[src/common/ebc_defs.svh]
// offsets, field positions, reset values and counts of the area config bank
`ifndef EBC_DEFS_SVH
`define EBC_DEFS_SVH

// printed offsets are not word aligned: each is an index, byte addr = 4*index
`define EBC_IDX_AREA_BUS_WIDTH       16'hffec
`define EBC_IDX_AREA_ACCESS_STATES   16'hffed
`define EBC_IDX_WAIT_CONTROL         16'hffee
`define EBC_IDX_AREA_WAIT_ENABLE     16'hffef
`define EBC_IDX_BUS_RELEASE_CONTROL  16'hfff3

`define EBC_RST_WIDTH_MODES13        8'hff
`define EBC_RST_WIDTH_MODES24        8'h00
`define EBC_RST_ACCESS_STATES        8'hff
`define EBC_RST_WAIT_CONTROL         8'hf3
`define EBC_RST_AREA_WAIT_ENABLE     8'hff
`define EBC_RST_BUS_RELEASE_CONTROL  8'hfe

// wait control fields
`define EBC_WC_COUNT_LSB             0
`define EBC_WC_MODE_LSB              2
`define EBC_WC_FIXED_MASK            8'hf0
`define EBC_WC_RW_MASK               8'h0f

// bus release control fields
`define EBC_BR_RELEASE_BIT           0
`define EBC_BR_ADDR_EN_LSB           5
`define EBC_BR_FIXED_MASK            8'h1e
`define EBC_BR_ADDR_MASK             8'he0
`define EBC_BR_RW_MASK               8'he1

// all-ones width register means 8-bit bus mode
`define EBC_ALL_AREAS_8BIT           8'hff

// straps load at the third edge after reset release, once both sync flops
// hold the pin value rather than their reset value
`define EBC_STRAP_SETTLE             2'h3

// on-chip space: fixed 16-bit width, fixed two-state access
`define EBC_ONCHIP_WIDE              1'b1
`define EBC_ONCHIP_STATES3           1'b0

`define EBC_RESP_OKAY                2'h0
`define EBC_RESP_SLVERR              2'h2

`endif

[src/common/ebc_pkg.sv]
// types shared by the external bus area configuration bank
package ebc_pkg;

  typedef enum logic [1:0] {
    EBC_WAIT_PROGRAMMABLE = 2'h0,
    EBC_WAIT_NONE         = 2'h1,
    EBC_WAIT_PIN1         = 2'h2,
    EBC_WAIT_PIN_AUTO     = 2'h3
  } ebc_wait_mode_t;

  typedef enum {
    EBC_BUS_OWNED,
    EBC_BUS_RELEASED
  } ebc_release_state_t;

endpackage

[src/core/ebc_sync.sv]
// two-flop synchroniser for pin inputs, one stage pair per bit
`timescale 1ns/1ns
`default_nettype none

module ebc_sync #(
  parameter int           W       = 1,
  parameter logic [W-1:0] RST_VAL = '0
) (
  // clock and reset
  input  wire logic         clk,
  input  wire logic         rst,
  // asynchronous in, synchronous out
  input  wire logic [W-1:0] asyncIn,
  output logic      [W-1:0] syncOut
);

  if (W < 1) begin : g_bad_width
    $error("ebc_sync: W must be at least 1");
  end

  for (genvar i = 0; i < W; i++) begin : g_bit
    logic stage1_q;
    logic stage2_q;
    always_ff @(posedge clk or posedge rst) begin
      if (rst) begin
        stage1_q <= RST_VAL[i];
        stage2_q <= RST_VAL[i];
      end else begin
        stage1_q <= asyncIn[i];
        stage2_q <= stage1_q;
      end
    end
    assign syncOut[i] = stage2_q;
  end

endmodule

`default_nettype wire

[src/core/ebc_area_config.sv]
// external bus area configuration registers with axi4-lite access
//
// Local design decision: the AXI4-Lite slave port.
`timescale 1ns/1ns
`default_nettype none
`include "ebc_defs.svh"

// Summary of operation
// five registers at fixed offsets, width first
// all width bits one: 8-bit bus mode
// any width bit zero: 16-bit bus
// width reset ones modes 1,3, zeros 2,4
// software standby keeps every register
// per area: 0 16-bit, 1 8-bit
// on-chip accesses use fixed width
// per area: 0 two states, 1 three
// on-chip accesses use fixed state count
// wait mode field selects four wait modes
// wait count field inserts 0..3 waits
// wait control resets f3, upper nibble ones
// per area wait controller enable, reset ones
// zero address enable bit drives A23..A21
// outside modes 3,4 address enables frozen
// release control resets fe, bits 4..1 ones
// release enable zero: never release bus
// external master holds request until done
// acknowledge asserted while bus released
// wait pin only for three-state areas
// new settings start at next bus cycle; address enables here change even inside a bus cycle
module ebc_area_config
  import ebc_pkg::*;
#(
  parameter int ADDR_W = 18
) (
  // clock and reset
  input  wire logic              clk,
  input  wire logic              rst,
  // axi4-lite write address
  input  wire logic [ADDR_W-1:0] s_axi_awaddr,
  input  wire logic              s_axi_awvalid,
  output logic                   s_axi_awready,
  // axi4-lite write data
  input  wire logic [31:0]       s_axi_wdata,
  input  wire logic [3:0]        s_axi_wstrb,
  input  wire logic              s_axi_wvalid,
  output logic                   s_axi_wready,
  // axi4-lite write response
  output logic [1:0]             s_axi_bresp,
  output logic                   s_axi_bvalid,
  input  wire logic              s_axi_bready,
  // axi4-lite read address
  input  wire logic [ADDR_W-1:0] s_axi_araddr,
  input  wire logic              s_axi_arvalid,
  output logic                   s_axi_arready,
  // axi4-lite read data
  output logic [31:0]            s_axi_rdata,
  output logic [1:0]             s_axi_rresp,
  output logic                   s_axi_rvalid,
  input  wire logic              s_axi_rready,
  // device pins: mode straps, standby, external master request
  input  wire logic [2:0]        opModePins,
  input  wire logic              hwStandbyPin,
  input  wire logic              bus_request_n,
  output logic                   busAck_n,
  // bus cycle engine
  input  wire logic              busCycleActive,
  input  wire logic [2:0]        accessArea,
  input  wire logic              accessExternal,
  output logic                   accessWide,
  output logic                   accessStates3,
  output logic                   accessWaitCtrlEn,
  output logic [1:0]             accessWaitCount,
  output logic                   accessWaitPinHonored,
  output ebc_wait_mode_t         waitMode,
  output logic                   busMode8,
  output logic                   lowerDataPortGpio,
  output logic [2:0]             addrPinEnable,
  output logic                   busReqAckPinsGpio
);

  if (ADDR_W < 18 || ADDR_W > 32) begin : g_bad_addr_w
    $error("ebc_area_config: ADDR_W must be 18..32 to reach the map");
  end

  // pin synchronisers
  logic [2:0] opModeSync;
  logic       hwStandbySync;
  logic       busReqSync_n;

  ebc_sync #(.W(5), .RST_VAL(5'h10)) u_pinSync (
    .clk     (clk),
    .rst     (rst),
    .asyncIn ({bus_request_n, hwStandbyPin, opModePins}),
    .syncOut ({busReqSync_n, hwStandbySync, opModeSync})
  );

  logic modes13;
  logic modes34;
  assign modes13 = (opModeSync == 3'h1) || (opModeSync == 3'h3);
  assign modes34 = (opModeSync == 3'h3) || (opModeSync == 3'h4);

  logic [7:0] widthResetVal;
  assign widthResetVal = modes13 ? `EBC_RST_WIDTH_MODES13
                                 : `EBC_RST_WIDTH_MODES24;

  // straps are caught only once they have crossed the synchroniser
  logic [1:0] strapWait_q;
  logic       strapLoad;
  always_ff @(posedge clk or posedge rst) begin
    if (rst) begin
      strapWait_q <= 2'h0;
    end else if (strapWait_q != `EBC_STRAP_SETTLE) begin
      strapWait_q <= strapWait_q + 2'h1;
    end
  end
  assign strapLoad = (strapWait_q == (`EBC_STRAP_SETTLE - 2'h1));

  // reinit on reset, the strap load or hardware standby, never otherwise
  logic reinit;
  assign reinit = strapLoad || hwStandbySync;

  // axi write channel
  logic [ADDR_W-1:0] awAddr_q;
  logic              awHeld_q;
  logic [7:0]        wData_q;
  logic              wLane0_q;
  logic              wHeld_q;
  logic              bValid_q;
  logic [1:0]        bResp_q;

  assign s_axi_awready = !awHeld_q && !bValid_q;
  assign s_axi_wready  = !wHeld_q && !bValid_q;
  assign s_axi_bvalid  = bValid_q;
  assign s_axi_bresp   = bResp_q;

  always_ff @(posedge clk or posedge rst) begin
    if (rst) begin
      awAddr_q <= '0;
      awHeld_q <= 1'b0;
    end else if (s_axi_awvalid && s_axi_awready) begin
      awAddr_q <= s_axi_awaddr;
      awHeld_q <= 1'b1;
    end else if (awHeld_q && wHeld_q) begin
      awHeld_q <= 1'b0;
    end
  end

  always_ff @(posedge clk or posedge rst) begin
    if (rst) begin
      wData_q  <= 8'h00;
      wLane0_q <= 1'b0;
      wHeld_q  <= 1'b0;
    end else if (s_axi_wvalid && s_axi_wready) begin
      wData_q  <= s_axi_wdata[7:0];
      wLane0_q <= s_axi_wstrb[0];
      wHeld_q  <= 1'b1;
    end else if (awHeld_q && wHeld_q) begin
      wHeld_q <= 1'b0;
    end
  end

  function automatic logic [2:0] decodeIdx(input logic [ADDR_W-1:0] a);
    logic [15:0] idx;
    idx = a[17:2];
    case (idx)
      `EBC_IDX_AREA_BUS_WIDTH:      decodeIdx = 3'h1;
      `EBC_IDX_AREA_ACCESS_STATES:  decodeIdx = 3'h2;
      `EBC_IDX_WAIT_CONTROL:        decodeIdx = 3'h3;
      `EBC_IDX_AREA_WAIT_ENABLE:    decodeIdx = 3'h4;
      `EBC_IDX_BUS_RELEASE_CONTROL: decodeIdx = 3'h5;
      default:                      decodeIdx = 3'h0;
    endcase
    if ((a >> 18) != '0) begin
      decodeIdx = 3'h0;
    end
  endfunction

  logic       doWrite;
  logic [2:0] wSel;
  logic       wEn;
  assign doWrite = awHeld_q && wHeld_q;
  assign wSel    = decodeIdx(awAddr_q);
  assign wEn     = doWrite && wLane0_q;

  always_ff @(posedge clk or posedge rst) begin
    if (rst) begin
      bValid_q <= 1'b0;
      bResp_q  <= `EBC_RESP_OKAY;
    end else if (doWrite) begin
      bValid_q <= 1'b1;
      bResp_q  <= (wSel == 3'h0) ? `EBC_RESP_SLVERR : `EBC_RESP_OKAY;
    end else if (s_axi_bready) begin
      bValid_q <= 1'b0;
    end
  end

  // configuration registers
  logic [7:0] areaWidth_q;
  logic [7:0] areaStates_q;
  logic [3:0] waitCtrl_q;
  logic [7:0] areaWaitEn_q;
  logic [2:0] addrEnBits_q;
  logic       releaseEn_q;

  always_ff @(posedge clk or posedge rst) begin
    if (rst) begin
      areaWidth_q <= `EBC_RST_WIDTH_MODES13;
    end else if (reinit) begin
      areaWidth_q <= widthResetVal;
    end else if (wEn && wSel == 3'h1) begin
      areaWidth_q <= wData_q;
    end
  end

  always_ff @(posedge clk or posedge rst) begin
    if (rst) begin
      areaStates_q <= `EBC_RST_ACCESS_STATES;
    end else if (reinit) begin
      areaStates_q <= `EBC_RST_ACCESS_STATES;
    end else if (wEn && wSel == 3'h2) begin
      areaStates_q <= wData_q;
    end
  end

  // upper nibble is not stored: it is constant ones on read
  always_ff @(posedge clk or posedge rst) begin
    if (rst) begin
      waitCtrl_q <= 4'(`EBC_RST_WAIT_CONTROL);
    end else if (reinit) begin
      waitCtrl_q <= 4'(`EBC_RST_WAIT_CONTROL);
    end else if (wEn && wSel == 3'h3) begin
      waitCtrl_q <= 4'(wData_q & `EBC_WC_RW_MASK);
    end
  end

  always_ff @(posedge clk or posedge rst) begin
    if (rst) begin
      areaWaitEn_q <= `EBC_RST_AREA_WAIT_ENABLE;
    end else if (reinit) begin
      areaWaitEn_q <= `EBC_RST_AREA_WAIT_ENABLE;
    end else if (wEn && wSel == 3'h4) begin
      areaWaitEn_q <= wData_q;
    end
  end

  always_ff @(posedge clk or posedge rst) begin
    if (rst) begin
      addrEnBits_q <= 3'(`EBC_RST_BUS_RELEASE_CONTROL
                         >> `EBC_BR_ADDR_EN_LSB);
      releaseEn_q  <= 1'b0;
    end else if (reinit) begin
      addrEnBits_q <= 3'(`EBC_RST_BUS_RELEASE_CONTROL
                         >> `EBC_BR_ADDR_EN_LSB);
      releaseEn_q  <= 1'(`EBC_RST_BUS_RELEASE_CONTROL
                         >> `EBC_BR_RELEASE_BIT);
    end else if (wEn && wSel == 3'h5) begin
      if (modes34) begin
        addrEnBits_q <= wData_q[`EBC_BR_ADDR_EN_LSB +: 3];
      end
      releaseEn_q <= wData_q[`EBC_BR_RELEASE_BIT];
    end
  end

  // effective address enables: outside modes 3,4 the pins stay ports
  logic [2:0] addrEnEff;
  assign addrEnEff = modes34 ? addrEnBits_q : 3'h7;

  logic [7:0] waitCtrlRead;
  logic [7:0] releaseRead;
  assign waitCtrlRead = `EBC_WC_FIXED_MASK | {4'h0, waitCtrl_q};
  assign releaseRead  = {addrEnEff, 4'h0, releaseEn_q}
                        | `EBC_BR_FIXED_MASK;

  // axi read channel; data registered, one read outstanding
  logic        rValid_q;
  logic [31:0] rData_q;
  logic [1:0]  rResp_q;
  logic [2:0]  rSel;
  logic [7:0]  rByte;

  assign s_axi_arready = !rValid_q;
  assign s_axi_rvalid  = rValid_q;
  assign s_axi_rdata   = rData_q;
  assign s_axi_rresp   = rResp_q;
  assign rSel          = decodeIdx(s_axi_araddr);

  always_comb begin
    case (rSel)
      3'h1:    rByte = areaWidth_q;
      3'h2:    rByte = areaStates_q;
      3'h3:    rByte = waitCtrlRead;
      3'h4:    rByte = areaWaitEn_q;
      3'h5:    rByte = releaseRead;
      default: rByte = 8'h00;
    endcase
  end

  always_ff @(posedge clk or posedge rst) begin
    if (rst) begin
      rValid_q <= 1'b0;
      rData_q  <= 32'h0000_0000;
      rResp_q  <= `EBC_RESP_OKAY;
    end else if (s_axi_arvalid && s_axi_arready) begin
      rValid_q <= 1'b1;
      rData_q  <= {24'h00_0000, rByte};
      rResp_q  <= (rSel == 3'h0) ? `EBC_RESP_SLVERR : `EBC_RESP_OKAY;
    end else if (s_axi_rready) begin
      rValid_q <= 1'b0;
    end
  end

  // settings seen by the bus engine, except the address enables, only change between bus cycles
  logic [7:0] appWidth_q;
  logic [7:0] appStates_q;
  logic [3:0] appWaitCtrl_q;
  logic [7:0] appWaitEn_q;
  logic       appRelease_q;

  always_ff @(posedge clk or posedge rst) begin
    if (rst) begin
      appWidth_q    <= `EBC_RST_WIDTH_MODES13;
      appStates_q   <= `EBC_RST_ACCESS_STATES;
      appWaitCtrl_q <= 4'(`EBC_RST_WAIT_CONTROL);
      appWaitEn_q   <= `EBC_RST_AREA_WAIT_ENABLE;
      appRelease_q  <= 1'b0;
    end else if (!busCycleActive) begin
      appWidth_q    <= areaWidth_q;
      appStates_q   <= areaStates_q;
      appWaitCtrl_q <= waitCtrl_q;
      appWaitEn_q   <= areaWaitEn_q;
      appRelease_q  <= releaseEn_q;
    end
  end

  // per access decode for the cycle engine
  logic areaIs8;
  logic areaIs3;
  assign areaIs8 = appWidth_q[accessArea];
  assign areaIs3 = appStates_q[accessArea];

  always_ff @(posedge clk or posedge rst) begin
    if (rst) begin
      accessWide           <= `EBC_ONCHIP_WIDE;
      accessStates3        <= `EBC_ONCHIP_STATES3;
      accessWaitCtrlEn     <= 1'b0;
      accessWaitCount      <= 2'h0;
      accessWaitPinHonored <= 1'b0;
    end else if (!accessExternal) begin
      accessWide           <= `EBC_ONCHIP_WIDE;
      accessStates3        <= `EBC_ONCHIP_STATES3;
      accessWaitCtrlEn     <= 1'b0;
      accessWaitCount      <= 2'h0;
      accessWaitPinHonored <= 1'b0;
    end else begin
      accessWide       <= !areaIs8;
      accessStates3    <= areaIs3;
      accessWaitCtrlEn <= areaIs3 && appWaitEn_q[accessArea];
      // programmable count used only in programmable and auto modes
      accessWaitCount  <= (areaIs3 && appWaitEn_q[accessArea]
                           && (appWaitCtrl_q[3:2] == 2'h0
                               || appWaitCtrl_q[3:2] == 2'h3))
                          ? appWaitCtrl_q[1:0] : 2'h0;
      // pin mode 0 (enable clear) and pin modes 1/auto listen to wait
      accessWaitPinHonored <= areaIs3
                              && (!appWaitEn_q[accessArea]
                                  || appWaitCtrl_q[3]);
    end
  end

  // global modes
  always_ff @(posedge clk or posedge rst) begin
    if (rst) begin
      busMode8          <= 1'b1;
      lowerDataPortGpio <= 1'b1;
      waitMode          <= EBC_WAIT_PROGRAMMABLE;
      addrPinEnable     <= 3'h0;
      busReqAckPinsGpio <= 1'b1;
    end else begin
      busMode8          <= (appWidth_q == `EBC_ALL_AREAS_8BIT);
      lowerDataPortGpio <= (appWidth_q == `EBC_ALL_AREAS_8BIT);
      waitMode          <= ebc_wait_mode_t'(appWaitCtrl_q[3:2]);
      addrPinEnable     <= ~addrEnEff;
      busReqAckPinsGpio <= !appRelease_q;
    end
  end

  // bus release arbitration; request is held by the master while it works
  ebc_release_state_t relState_q;

  always_ff @(posedge clk or posedge rst) begin
    if (rst) begin
      relState_q <= EBC_BUS_OWNED;
    end else begin
      case (relState_q)
        EBC_BUS_OWNED: begin
          if (appRelease_q && !busReqSync_n && !busCycleActive) begin
            relState_q <= EBC_BUS_RELEASED;
          end
        end
        EBC_BUS_RELEASED: begin
          if (busReqSync_n) begin
            relState_q <= EBC_BUS_OWNED;
          end
        end
        default: relState_q <= EBC_BUS_OWNED;
      endcase
    end
  end

  always_ff @(posedge clk or posedge rst) begin
    if (rst) begin
      busAck_n <= 1'b1;
    end else begin
      busAck_n <= !(relState_q == EBC_BUS_RELEASED);
    end
  end

endmodule

`default_nettype wire

[config.mk]
export PLATFORM = sky130hd
export DESIGN_NAME = ebc_area_config
export DESIGN_NICKNAME = d
export VERILOG_FILES = /design/src/common/ebc_pkg.sv /design/src/core/ebc_sync.sv /design/src/core/ebc_area_config.sv
export VERILOG_INCLUDE_DIRS = /design/src /design/src/common
export SDC_FILE = /design/constraint.sdc
export NUM_CORES = 1
export LEC_CHECK = 0
export ABC_AREA = 1
export BUFFER_PORTS_ARGS = -buffer_cell sky130_fd_sc_hd__clkbuf_2
export CAP_MARGIN = 0
export CORE_AREA = 2 2 155 97
export CTS_CLUSTER_SIZE = 16
export DETAILED_ROUTE_END_ITERATION = 7
export DIE_AREA = 0 0 157 99
export GPL_TIMING_DRIVEN = 0
export MAX_ROUTING_LAYER = met4
export PLACE_DENSITY = 0.71
export SYNTH_ARGS = -nofsm -noshare
export SYNTH_HDL_FRONTEND = slang
export SYNTH_SLANG_ARGS = --single-unit
[constraint.sdc]
create_clock -name clk -period 6.1 [get_ports clk]
set_input_delay 0.915 -clock clk [delete_from_list [all_inputs] [get_ports clk]]
set_output_delay 0.915 -clock clk [all_outputs]
set_load 0.01 [all_outputs]
==> impl_metrics.csv, run 1 <==
group,metric,value,unit
outcome,status,"finished clean",
die,io_pins,145,
cts,cts_made_buffers,17,
die,die_area,15540,µm²
grt,grt_usage,0.1965,
worst_setup_path,crit_family,"flip-flops",
pwr,powerDensity,370.8,nW/µm²
synthesis,synth_warnings,0,
timing,tns,0,ns
timing,fmax,0.4840,GHz
pwr,p_comb_frac,0.189,
cells_and_area,syn_to_final_growth,23.14,%
pwr,p_total,2654,µW
worst_setup_path,crit_buf_inv,2,
timing,skew,0.01167,ns
die,rows,34,
timing,max_slew.worst_pin.slew,0.5724,ns
grt,grt_max_degree,92,
synthesis,synth_edf_count,0,
worst_setup_path,worstPathArrival,1.15,ns
die,initial_core_util,0.4128,
cts,clk_pin_slew,0.06,ns
die,fp.dieH,99,µm
timing,period_share,0.3387,
cts,cts-root-buf,"clkbuf_16",
worst_setup_path,end_kind,"primary output",
job,cap_violations,0,
timing,rsz0062_at_grt,"no",
drt,drtPass1Iterations,4,
place,place_congestion,0.9097,
cts,h-tree-depth,4,
cells_and_area,diodes,0,
synthesis,synthCells,660,
pwr,p_switching,841.3,µW
drt,drt_iter0_markers,333,
cts,cts_setup_buffers,0,
worst_setup_path,crit_fanout,2,
cts,holdBufCountCts,0,
cts,cts_tree,"done",
cells_and_area,drive_above_1_share,0.3097,
timing,period_minus_slack,2.066,ns
place,dp_cells,970,
timing,finalHoldViolCount,0,
drt,drc,0,
cts,clk_path_buf_depth,2,
worst_setup_path,cpPeakStageDelay,0.53,ns
drt,wire_per_inst,13.78,µm
synthesis,async_flop_share,1.000,
worst_setup_path,path_cells,"buf_4, clkbuf_2",
worst_setup_path,criticalPathCategory,"reg2out",
place,hpwl,10060,µm
worst_setup_path,critPathSlowestCell,"dfstp_2",
grt,antenna_found_initial,0,
synthesis,synth-seq-area-share,0.5598,
drt,ant_nets,0,
pwr,netSwitchingFraction,0.3170,
timing,setup_viol,0,
cts,clk_latency,0.42,ns
synthesis,syn-cell-area,5813,µm²
pwr,power_frac_seq,0.464,
grt,grt_overflow,0,
timing,final_max_slew_viol_count,0,
synthesis,syn_area_per_cell,8.808,µm²
grt,grt_pass1_wl,22340,µm
place,postPlaceCellArea,6618,µm²
pwr,power.internal,1813,µW
pwr,leakage,0.003647,µW
synthesis,synth_flop_cell,"dfrtp_1",
die,core,14080,µm²
min_path,hp-class,"reg2reg",
cells_and_area,fin_nets,882,
place,portBuffers,86,
pwr,ir_worst_vdd,0.2147,mV
worst_setup_path,start_kind,"flip-flop",
cells_and_area,instances_no_fill,1002,
cts,cts_resized,0,
drt,wirelength,13810,µm
drt,num_vias,4630,
grt,first_global_vias,4401,
synthesis,synth_seq_cells,127,
cells_and_area,finish.instance_area,7158,µm²
timing,slew-limit-headroom,0.6143,
worst_setup_path,worstPathRequired,5.18,ns
pwr,clkPwrFrac,0.347,
cts,clock-sinks,127,
die,fp.dieW,157,µm
synthesis,synth_cell_types,32,
drt,viasPerCell,4.621,
cells in the mapped netlist (2+ instances only):
cell | n | area share
clkbuf_1 | 6 | 0.0039
o21ai_0 | 80 | 0.069
nor2_4 | 2 | 0.0039
dfrtp_1 | 66 | 0.28
nor2_1 | 49 | 0.032
nand4_1 | 7 | 0.0075
buf_6 | 3 | 0.0058
nor3_1 | 7 | 0.0060
inv_1 | 75 | 0.048
buf_2 | 4 | 0.0034
buf_4 | 28 | 0.036
nand2_2 | 7 | 0.0075
nand3_1 | 31 | 0.027
xnor2_1 | 2 | 0.0030
nor2_2 | 4 | 0.0043
a21oi_1 | 18 | 0.015
nand2_1 | 178 | 0.11
mux2_2 | 17 | 0.033
ha_1 | 2 | 0.0043
o211ai_1 | 2 | 0.0026
dfstp_2 | 61 | 0.28
power groups by stage:
| stage | Combinational, µW | Sequential, µW | Clock [µW] |
|---|---|---|---|
| after detailed placement | 501 | 1240 | 0 |
| final | 501 | 1230 | 922 |
| after CTS | 504 | 1230 | 935 |
| after global routing | 573 | 1260 | 978 |
| after global placement | 483 | 1230 | 0 |
| after floorplan | 351 | 1200 | 0 |
metal layers:
layer  part of all wire  global-route usage  vias to the layer above
met4              0.010             0.05999                        0
met2               0.40              0.2524                      141
met1               0.51              0.2970                     2166
li1                   -                   -                     2310
met3              0.077             0.05321                       13
met5                  0                   -                        -
final timing paths:
path	from	endpoint	slack, ns	depth (start not counted)
worst max-delay path	lowerDataPortGpio	lowerDataPortGpio	4.03	2
worst min-delay path	u_pinSync.g_bit[1].stage1_q	u_pinSync.g_bit[1].stage2_q	0.35	0
worst max register to register	strapWait_q[0]	areaWidth_q[4]	4.31	8
worst min register to register	u_pinSync.g_bit[1].stage1_q	u_pinSync.g_bit[1].stage2_q	0.35	0
max in group asynchronous	rst	areaStates_q[7]	4.86	3
min in group asynchronous	rst	s_axi_rdata[3]	0.48	2
stage by stage:
step	util	setup slack [ns]	hold slack (ns)
5_1_grt	0.5084	3.965	0.3608
3_3_place_gp	0.4677	0.4020	0.3329
4_1_cts	0.5084	4.023	0.3509
3_5_place_dp	0.4700	3.984	0.3371
6_report	0.5084	4.034	0.3496
2_1_floorplan	-	1.902	0.3312
state kept, by name, indices dropped and copies added (netlist names), 4 cells and up:
| name | flops |
|---|---|
| areaStates_q | 8 |
| areaWaitEn_q | 8 |
| awAddr_q | 16 |
| s_axi_rdata | 8 |
| waitCtrl_q | 4 |
| appWaitCtrl_q | 4 |
| areaWidth_q | 8 |
| u_pinSync.g_bit.stage1_q | 5 |
| appStates_q | 8 |
| wData_q | 8 |
| appWidth_q | 8 |
| u_pinSync.g_bit.stage2_q | 5 |
| appWaitEn_q | 8 |
worst reg2reg max path: cells and delay by family (launching register included):
family	cells	cell delay [ns]
buffers and inverters	2	0.26
AND/OR/NAND/NOR	3	0.58
AO/OA/AOI/OAI	2	0.24
adder cells (fa/ha/maj)	1	0.22
flip-flops	1	0.40
final cells by class:
| class | instances | area (µm²) |
|---|---|---|
| Clock inverter | 15 | 115.1 |
| Clock buffer | 17 | 425.4 |
| Tap cell | 198 | 247.7 |
| Inverter | 77 | 294.0 |
| Timing Repair Buffer | 87 | 457.9 |
| Sequential cell | 127 | 3254 |
| Buffer | 41 | 286.5 |
| Fill cell | 1339 | 6923 |
| Multi-Input combinational cell | 440 | 2077 |
kinds of logic (layout without fill, tap and decap cells):
family,Yosys count,in the layout,share of synthesized area
simple gates,289,289,0.2086
flops,127,127,0.5598
buf+inv,118,237,0.09901
compound gates,104,104,0.09169
mux,17,17,0.03293
fa+ha+maj,2,2,0.004304
xor+xnor,2,2,0.003014
other cells,1,26,0.0006451
layout by cell type, fill, tap and decap left out, types with 2 or more instances in the layout:
master / synthesis / routed
clkinv_2: 0 / 3
dfrtp_1: 66 / 66
buf_6: 3 / 3
nand2_1: 178 / 178
nor3_1: 7 / 7
nand3_1: 31 / 31
nor2_2: 4 / 4
inv_1: 75 / 74
clkinvlp_4: 0 / 4
mux2_2: 17 / 17
conb_1: 1 / 26
clkbuf_1: 6 / 6
ha_1: 2 / 2
xnor2_1: 2 / 2
inv_6: 0 / 4
buf_4: 28 / 28
buf_2: 4 / 4
clkbuf_2: 0 / 86
nor2_4: 2 / 2
clkbuf_16: 0 / 17
o211ai_1: 2 / 2
clkinv_4: 0 / 5
a21oi_1: 18 / 18
dfstp_2: 61 / 61
nand2_2: 7 / 7
o21ai_0: 80 / 80
nor2_1: 49 / 49
nand4_1: 7 / 7
Power figures use the tool's default switching activity.
==> run 2: changes to the inputs <==
--- a/config.mk
+++ b/config.mk
@@ -15,7 +15,7 @@
 export DIE_AREA = 0 0 157 99
 export GPL_TIMING_DRIVEN = 0
 export MAX_ROUTING_LAYER = met4
-export PLACE_DENSITY = 0.71
+export PLACE_DENSITY = 0.73
 export SYNTH_ARGS = -nofsm -noshare
 export SYNTH_HDL_FRONTEND = slang
 export SYNTH_SLANG_ARGS = --single-unit
==> constraint.sdc (replaced) <==
create_clock -name clk -period 1.8 [get_ports clk]
set_input_delay 0.27 -clock clk [delete_from_list [all_inputs] [get_ports clk]]
set_output_delay 0.27 -clock clk [all_outputs]
set_load 0.01 [all_outputs]
==> impl_metrics.csv, run 2 (synthesis results as in run 1) <==
group,metric,value,unit
worst_setup_path,critPathSlowestCell,"dfrtp_1",
place,place_congestion,0.8996,
cts,cts-root-buf,"clkbuf_16",
timing,period_minus_slack,1.592,ns
worst_setup_path,criticalPathCategory,"reg2reg",
drt,viasPerCell,4.618,
grt,grt_max_degree,42,
min_path,whs_endpoint,"s_axi_bvalid",
die,die_area,15540,µm²
cells_and_area,diodes,0,
place,postPlaceCellArea,6649,µm²
cts,clk_latency,0.42,ns
cts,clock-sinks,127,
drt,num_vias,4678,
timing,skew,0.006342,ns
pwr,p_total,9711,µW
cells_and_area,finish.instance_area,7396,µm²
timing,finalHoldViolCount,0,
worst_setup_path,start_kind,"flip-flop",
grt,antenna_found_initial,0,
grt,first_global_vias,4440,
grt,grt_overflow,0,
drt,wire_per_inst,13.65,µm
worst_setup_path,worstPathArrival,1.94,ns
cts,cts_tree,"done",
worst_setup_path,end_kind,"flip-flop",
die,core,14080,µm²
cells_and_area,largest-register,"awAddr_q",
drt,drc,0,
cells_and_area,final_cell_mix,"nand2_1, clkbuf_2, o21ai_0",
timing,tns,0,ns
timing,fmax,0.6280,GHz
drt,drt_iter0_markers,274,
place,hpwl,10200,µm
die,io_pins,145,
die,fp.dieH,99,µm
grt,grt_usage,0.1973,
worst_setup_path,crit_fanout,9,
die,rows,34,
cts,clk_path_buf_depth,2,
job,cap_violations,0,
timing,setup_viol,0,
pwr,leakage,0.003758,µW
place,portBuffers,86,
worst_setup_path,worstReg2RegStart,"strapWait_q[0]",
min_path,min_from,"s_axi_bready",
cts,cts_made_buffers,17,
cells_and_area,drive_above_1_share,0.3129,
worst_setup_path,path_cells,"inv_1, ha_1, nor2_4, inv_1, or2_2, nand2_1, o21ai_1",
cts,clk_pin_slew,0.06,ns
worst_setup_path,cpPeakStageDelay,0.39,ns
drt,drtPass1Iterations,4,
grt,grt_pass1_wl,22650,µm
cts,h-tree-depth,4,
cells_and_area,largest_reg_flops,16,
die,fp.dieW,157,µm
cells_and_area,final_common_cell,"nand2_1",
drt,ant_nets,0,
worst_setup_path,r2r_slack,0.21,ns
timing,rsz0062_at_grt,"no",
worst_setup_path,r2r_end,"areaStates_q[3]",
worst_setup_path,ff2ff_path_depth,7,
worst_setup_path,crit_top_cell,"inv_1",
timing,slew-limit-headroom,0.6088,
timing,final_max_slew_viol_count,0,
drt,wirelength,13830,µm
min_path,hp-class,"in2reg",
die,initial_core_util,0.4128,
worst_setup_path,worstPathRequired,2.15,ns
min_path,min_path_cells,2,
pwr,ir_worst_vdd,0.8008,mV
outcome,status,"finished clean",
timing,max_slew.worst_pin.slew,0.5855,ns
cells_and_area,syn_to_final_growth,27.23,%
pwr,powerDensity,1313,nW/µm²
cells_and_area,fin_nets,893,
timing,period_share,0.8846,
-- run 2: through the flow --
| stage | utilization | hold WS [ns] | cells | setup WS, ns |
|---|---|---|---|---|
| 2_1_floorplan | - | 0.2745 | 685 | 0.01254 |
| 3_3_place_gp | 0.4679 | 0.3338 | 969 | -0.8396 |
| 3_5_place_dp | 0.4722 | 0.3395 | 972 | 0.1211 |
| 4_1_cts | 0.5233 | 0.03275 | 1010 | 0.09312 |
| 5_1_grt | 0.5252 | 0.03852 | 1013 | 0.1226 |
| 6_report | 0.5252 | 0.03738 | 1013 | 0.2076 |
-- run 2: cell type report --
| type | count | area [µm²] |
|---|---|---|
| buffer | 41 | 286.5 |
| clock buffer | 17 | 425.4 |
| clock inverter | 15 | 234.0 |
| fill | 1284 | 6685 |
| inverter | 77 | 292.8 |
| multi-input combinational | 440 | 2082 |
| sequential | 127 | 3254 |
| tap | 198 | 247.7 |
| timing repair buffer | 98 | 573.1 |
-- run 2: per-layer routing --
layer  wire length, µm  share of wire  up-vias  track usage
li1                  -              -     2345            -
met1              7063           0.51     2182       0.2853
met5                 0              0        -            -
met3              1141          0.082       17      0.06684
met2              5464           0.40      134       0.2621
met4               162          0.012        0      0.05293
-- run 2: worst max-delay path: cells and delay by family, from the launching register on --
| family | cells | cell delay, ns |
|---|---|---|
| buf+inv | 2 | 0.22 |
| simple gates | 3 | 0.62 |
| flops | 1 | 0.39 |
| compound gates | 1 | 0.07 |
| fa+ha+maj | 1 | 0.22 |
-- run 2: timing repair --
action                                  CTS  global route
endpoints found under the setup margin    0            11
resized for setup                         0             2
setup buffers                             0             3
endpoints found under the hold margin    18             0
hold buffers                              6             0
-- run 2: worst max-delay path by stage --
stage	from	endpoint	slack, ns	cells past startpoint
finish	strapWait_q[0]	areaStates_q[3]	0.21	7
global route	strapWait_q[0]	areaWaitEn_q[3]	0.12	7
CTS	strapWait_q[0]	areaWidth_q[4]	0.09	8
detailed placement	strapWait_q[0]	areaWidth_q[4]	0.12	8
global placement	rst	relState_q[0]	-0.84	2
floorplan	rst	accessStates3	0.01	1
-- run 2: power breakdown --
| part | total [µW] | internal, µW | switching, µW |
|---|---|---|---|
| registers | 4180 | 3700 | 481 |
| logic | 1710 | 699 | 1010 |
| clock network | 3820 | 2480 | 1340 |
| total | 9710 | 6880 | 2830 |
==> run 3: changes to the inputs <==
--- a/config.mk
+++ b/config.mk
@@ -7,7 +7,7 @@
 export NUM_CORES = 1
 export LEC_CHECK = 0
 export ABC_AREA = 1
-export BUFFER_PORTS_ARGS = -buffer_cell sky130_fd_sc_hd__clkbuf_2
+export BUFFER_PORTS_ARGS = -buffer_cell sky130_fd_sc_hd__buf_4
 export CAP_MARGIN = 0
 export CORE_AREA = 2 2 155 97
 export CTS_CLUSTER_SIZE = 16
==> impl_metrics.csv, run 3 (synthesis results as in run 1) <==
group,metric,value,unit
timing,setup_ws,0.2180,ns
drt,drt_iter0_markers,358,
timing,setup_viol,0,
worst_setup_path,worstPathArrival,1.91,ns
pwr,p_comb_frac,0.186,
timing,finalHoldViolCount,0,
drt,wirelength,14080,µm
worst_setup_path,crit_family,"simple AND/OR/NAND/NOR gates",
drt,wl_met2,5891,µm
die,core,14080,µm²
worst_setup_path,cpPeakStageDelay,0.38,ns
pwr,powerDensity,1283,nW/µm²
drt,num_vias,4786,
cells_and_area,fin_nets,892,
place,place_congestion,0.8790,
timing,slew-limit-headroom,0.5697,
worst_setup_path,worstPathRequired,2.13,ns
cts,clk_latency,0.42,ns
timing,skew,0.007929,ns
drt,viasPerCell,4.729,
cells_and_area,largest_reg_flops,16,
place,place_ws,0.1153,ns
cells_and_area,syn_to_final_growth,30.54,%
cts,cts_tree,"done",
cts,clk_pin_slew,0.06,ns
pwr,p_switching,2800,µW
pwr,clkPwrFrac,0.385,
timing,final_max_slew_viol_count,0,
die,fp.dieH,99,µm
worst_setup_path,path_cells,"inv_1, ha_1, nor2_4, inv_1, or2_2, nand2_1, o21ai_0",
outcome,status,"finished clean",
worst_setup_path,crit_top_cell,"inv_1",
min_path,hp-class,"in2reg",
grt,grt_pass1_wl,23050,µm
pwr,ir_worst_vdd,0.7373,mV
grt,grt_usage,0.2004,
grt,first_global_vias,4488,
cells_and_area,final_cell_mix,"nand2_1, buf_4, o21ai_0",
drt,wire_per_inst,13.91,µm
cells_and_area,drive_above_1_share,0.3108,
timing,period_share,0.8789,
job,cap_violations,0,
grt,antenna_found_initial,0,
die,io_pins,145,
cts,cts-root-buf,"clkbuf_16",
cts,clk_path_buf_depth,2,
die,die_area,15540,µm²
worst_setup_path,crit_buf_inv,2,
cts,h-tree-depth,4,
worst_setup_path,start_kind,"flip-flop",
drt,drt-met1-wl,6888,µm
die,rows,34,
drt,drc,0,
pwr,leakage,0.003805,µW
place,portBuffers,86,
drt,drtPass1Iterations,5,
cells_and_area,largest-register,"awAddr_q",
drt,dr.max_layer_used,"met4",
cts,clock-sinks,127,
worst_setup_path,critPathSlowestCell,"dfrtp_1",
cells_and_area,diodes,0,
place,hpwl,10430,µm
cells_and_area,final_common_cell,"nand2_1",
pwr,p_total,9733,µW
grt,grt_overflow,0,
timing,max_slew.worst_pin.slew,0.6441,ns
cts,cts_made_buffers,17,
worst_setup_path,end_kind,"flip-flop",
drt,ant_nets,0,
pwr,power.internal,6933,µW
die,initial_core_util,0.4128,
grt,grt_max_degree,38,
die,fp.dieW,157,µm
timing,rsz0062_at_grt,"no",
timing,period_minus_slack,1.582,ns
timing,fmax,0.6321,GHz
worst_setup_path,crit_fanout,9,
pwr,netSwitchingFraction,0.2877,
pwr,power_frac_seq,0.430,
drt,met3_wirelength,1122,µm
worst_setup_path,criticalPathCategory,"reg2reg",
run 3: final timing paths:
path,depth (start not counted),startpoint,slack [ns],endpoint
worst max-delay path,7,strapWait_q[0],0.22,areaWaitEn_q[3]
worst min-delay path,2,s_axi_bready,0.04,s_axi_bvalid
worst max register to register,7,strapWait_q[0],0.22,areaWaitEn_q[3]
worst min register to register,0,u_pinSync.g_bit[0].stage1_q,0.35,u_pinSync.g_bit[0].stage2_q
max in group asynchronous,5,rst,0.41,busAck_n
min in group asynchronous,3,rst,0.51,addrPinEnable[0]
run 3: metrics by stage:
stage | TNS [ns] | hold slack [ns] | utilization | instances | area, µm²
after global placement | -69.39 | 0.3327 | 0.4832 | 969 | 6804
final | 0 | 0.03904 | 0.5389 | 1012 | 7589
after floorplan | 0 | 0.2745 | - | 685 | 5911
after detailed placement | 0 | 0.3371 | 0.4875 | 972 | 6864
after CTS | 0 | 0.03797 | 0.5375 | 1010 | 7569
after global routing | 0 | 0.03199 | 0.5389 | 1012 | 7589
run 3: layout make-up:
cell class	instances	area, µm²
fill	1269	6492
sequential	127	3254
multi-input combinational	440	2082
timing repair buffer	97	780.7
clock buffer	18	429.2
inverter	77	292.8
buffer	41	286.5
tap	198	247.7
clock inverter	14	215.2
run 3: routing by layer:
metal | vias up | track usage
met3 | 19 | 0.04573
met1 | 2252 | 0.2984
met4 | 0 | 0.05928
met5 | - | -
li1 | 2334 | -
met2 | 181 | 0.2702
run 3: timing repair:
action                                  in CTS  in global routing
endpoints found under the setup margin       0                 12
endpoints found under the hold margin       20                  0
gates resized for setup                      0                  2
hold buffers                                 6                  0
setup buffers                                0                  2
run 3: worst register-to-register path, cell delays in order (launching register included):
cell and delay [ns]:
dfrtp_1 0.38, inv_1 0.06, ha_1 0.22, nor2_4 0.15, inv_1 0.15, or2_2 0.34, nand2_1 0.09, o21ai_0 0.09
run 3: power groups by stage:
| stage | Sequential (µW) | Clock, µW | Combinational, µW |
|---|---|---|---|
| after global routing | 4260 | 3920 | 2050 |
| final | 4180 | 3740 | 1810 |
| after detailed placement | 4200 | 0 | 1780 |
| after CTS | 4170 | 3780 | 1810 |
| after global placement | 4180 | 0 | 1710 |
| after floorplan | 4060 | 0 | 1190 |
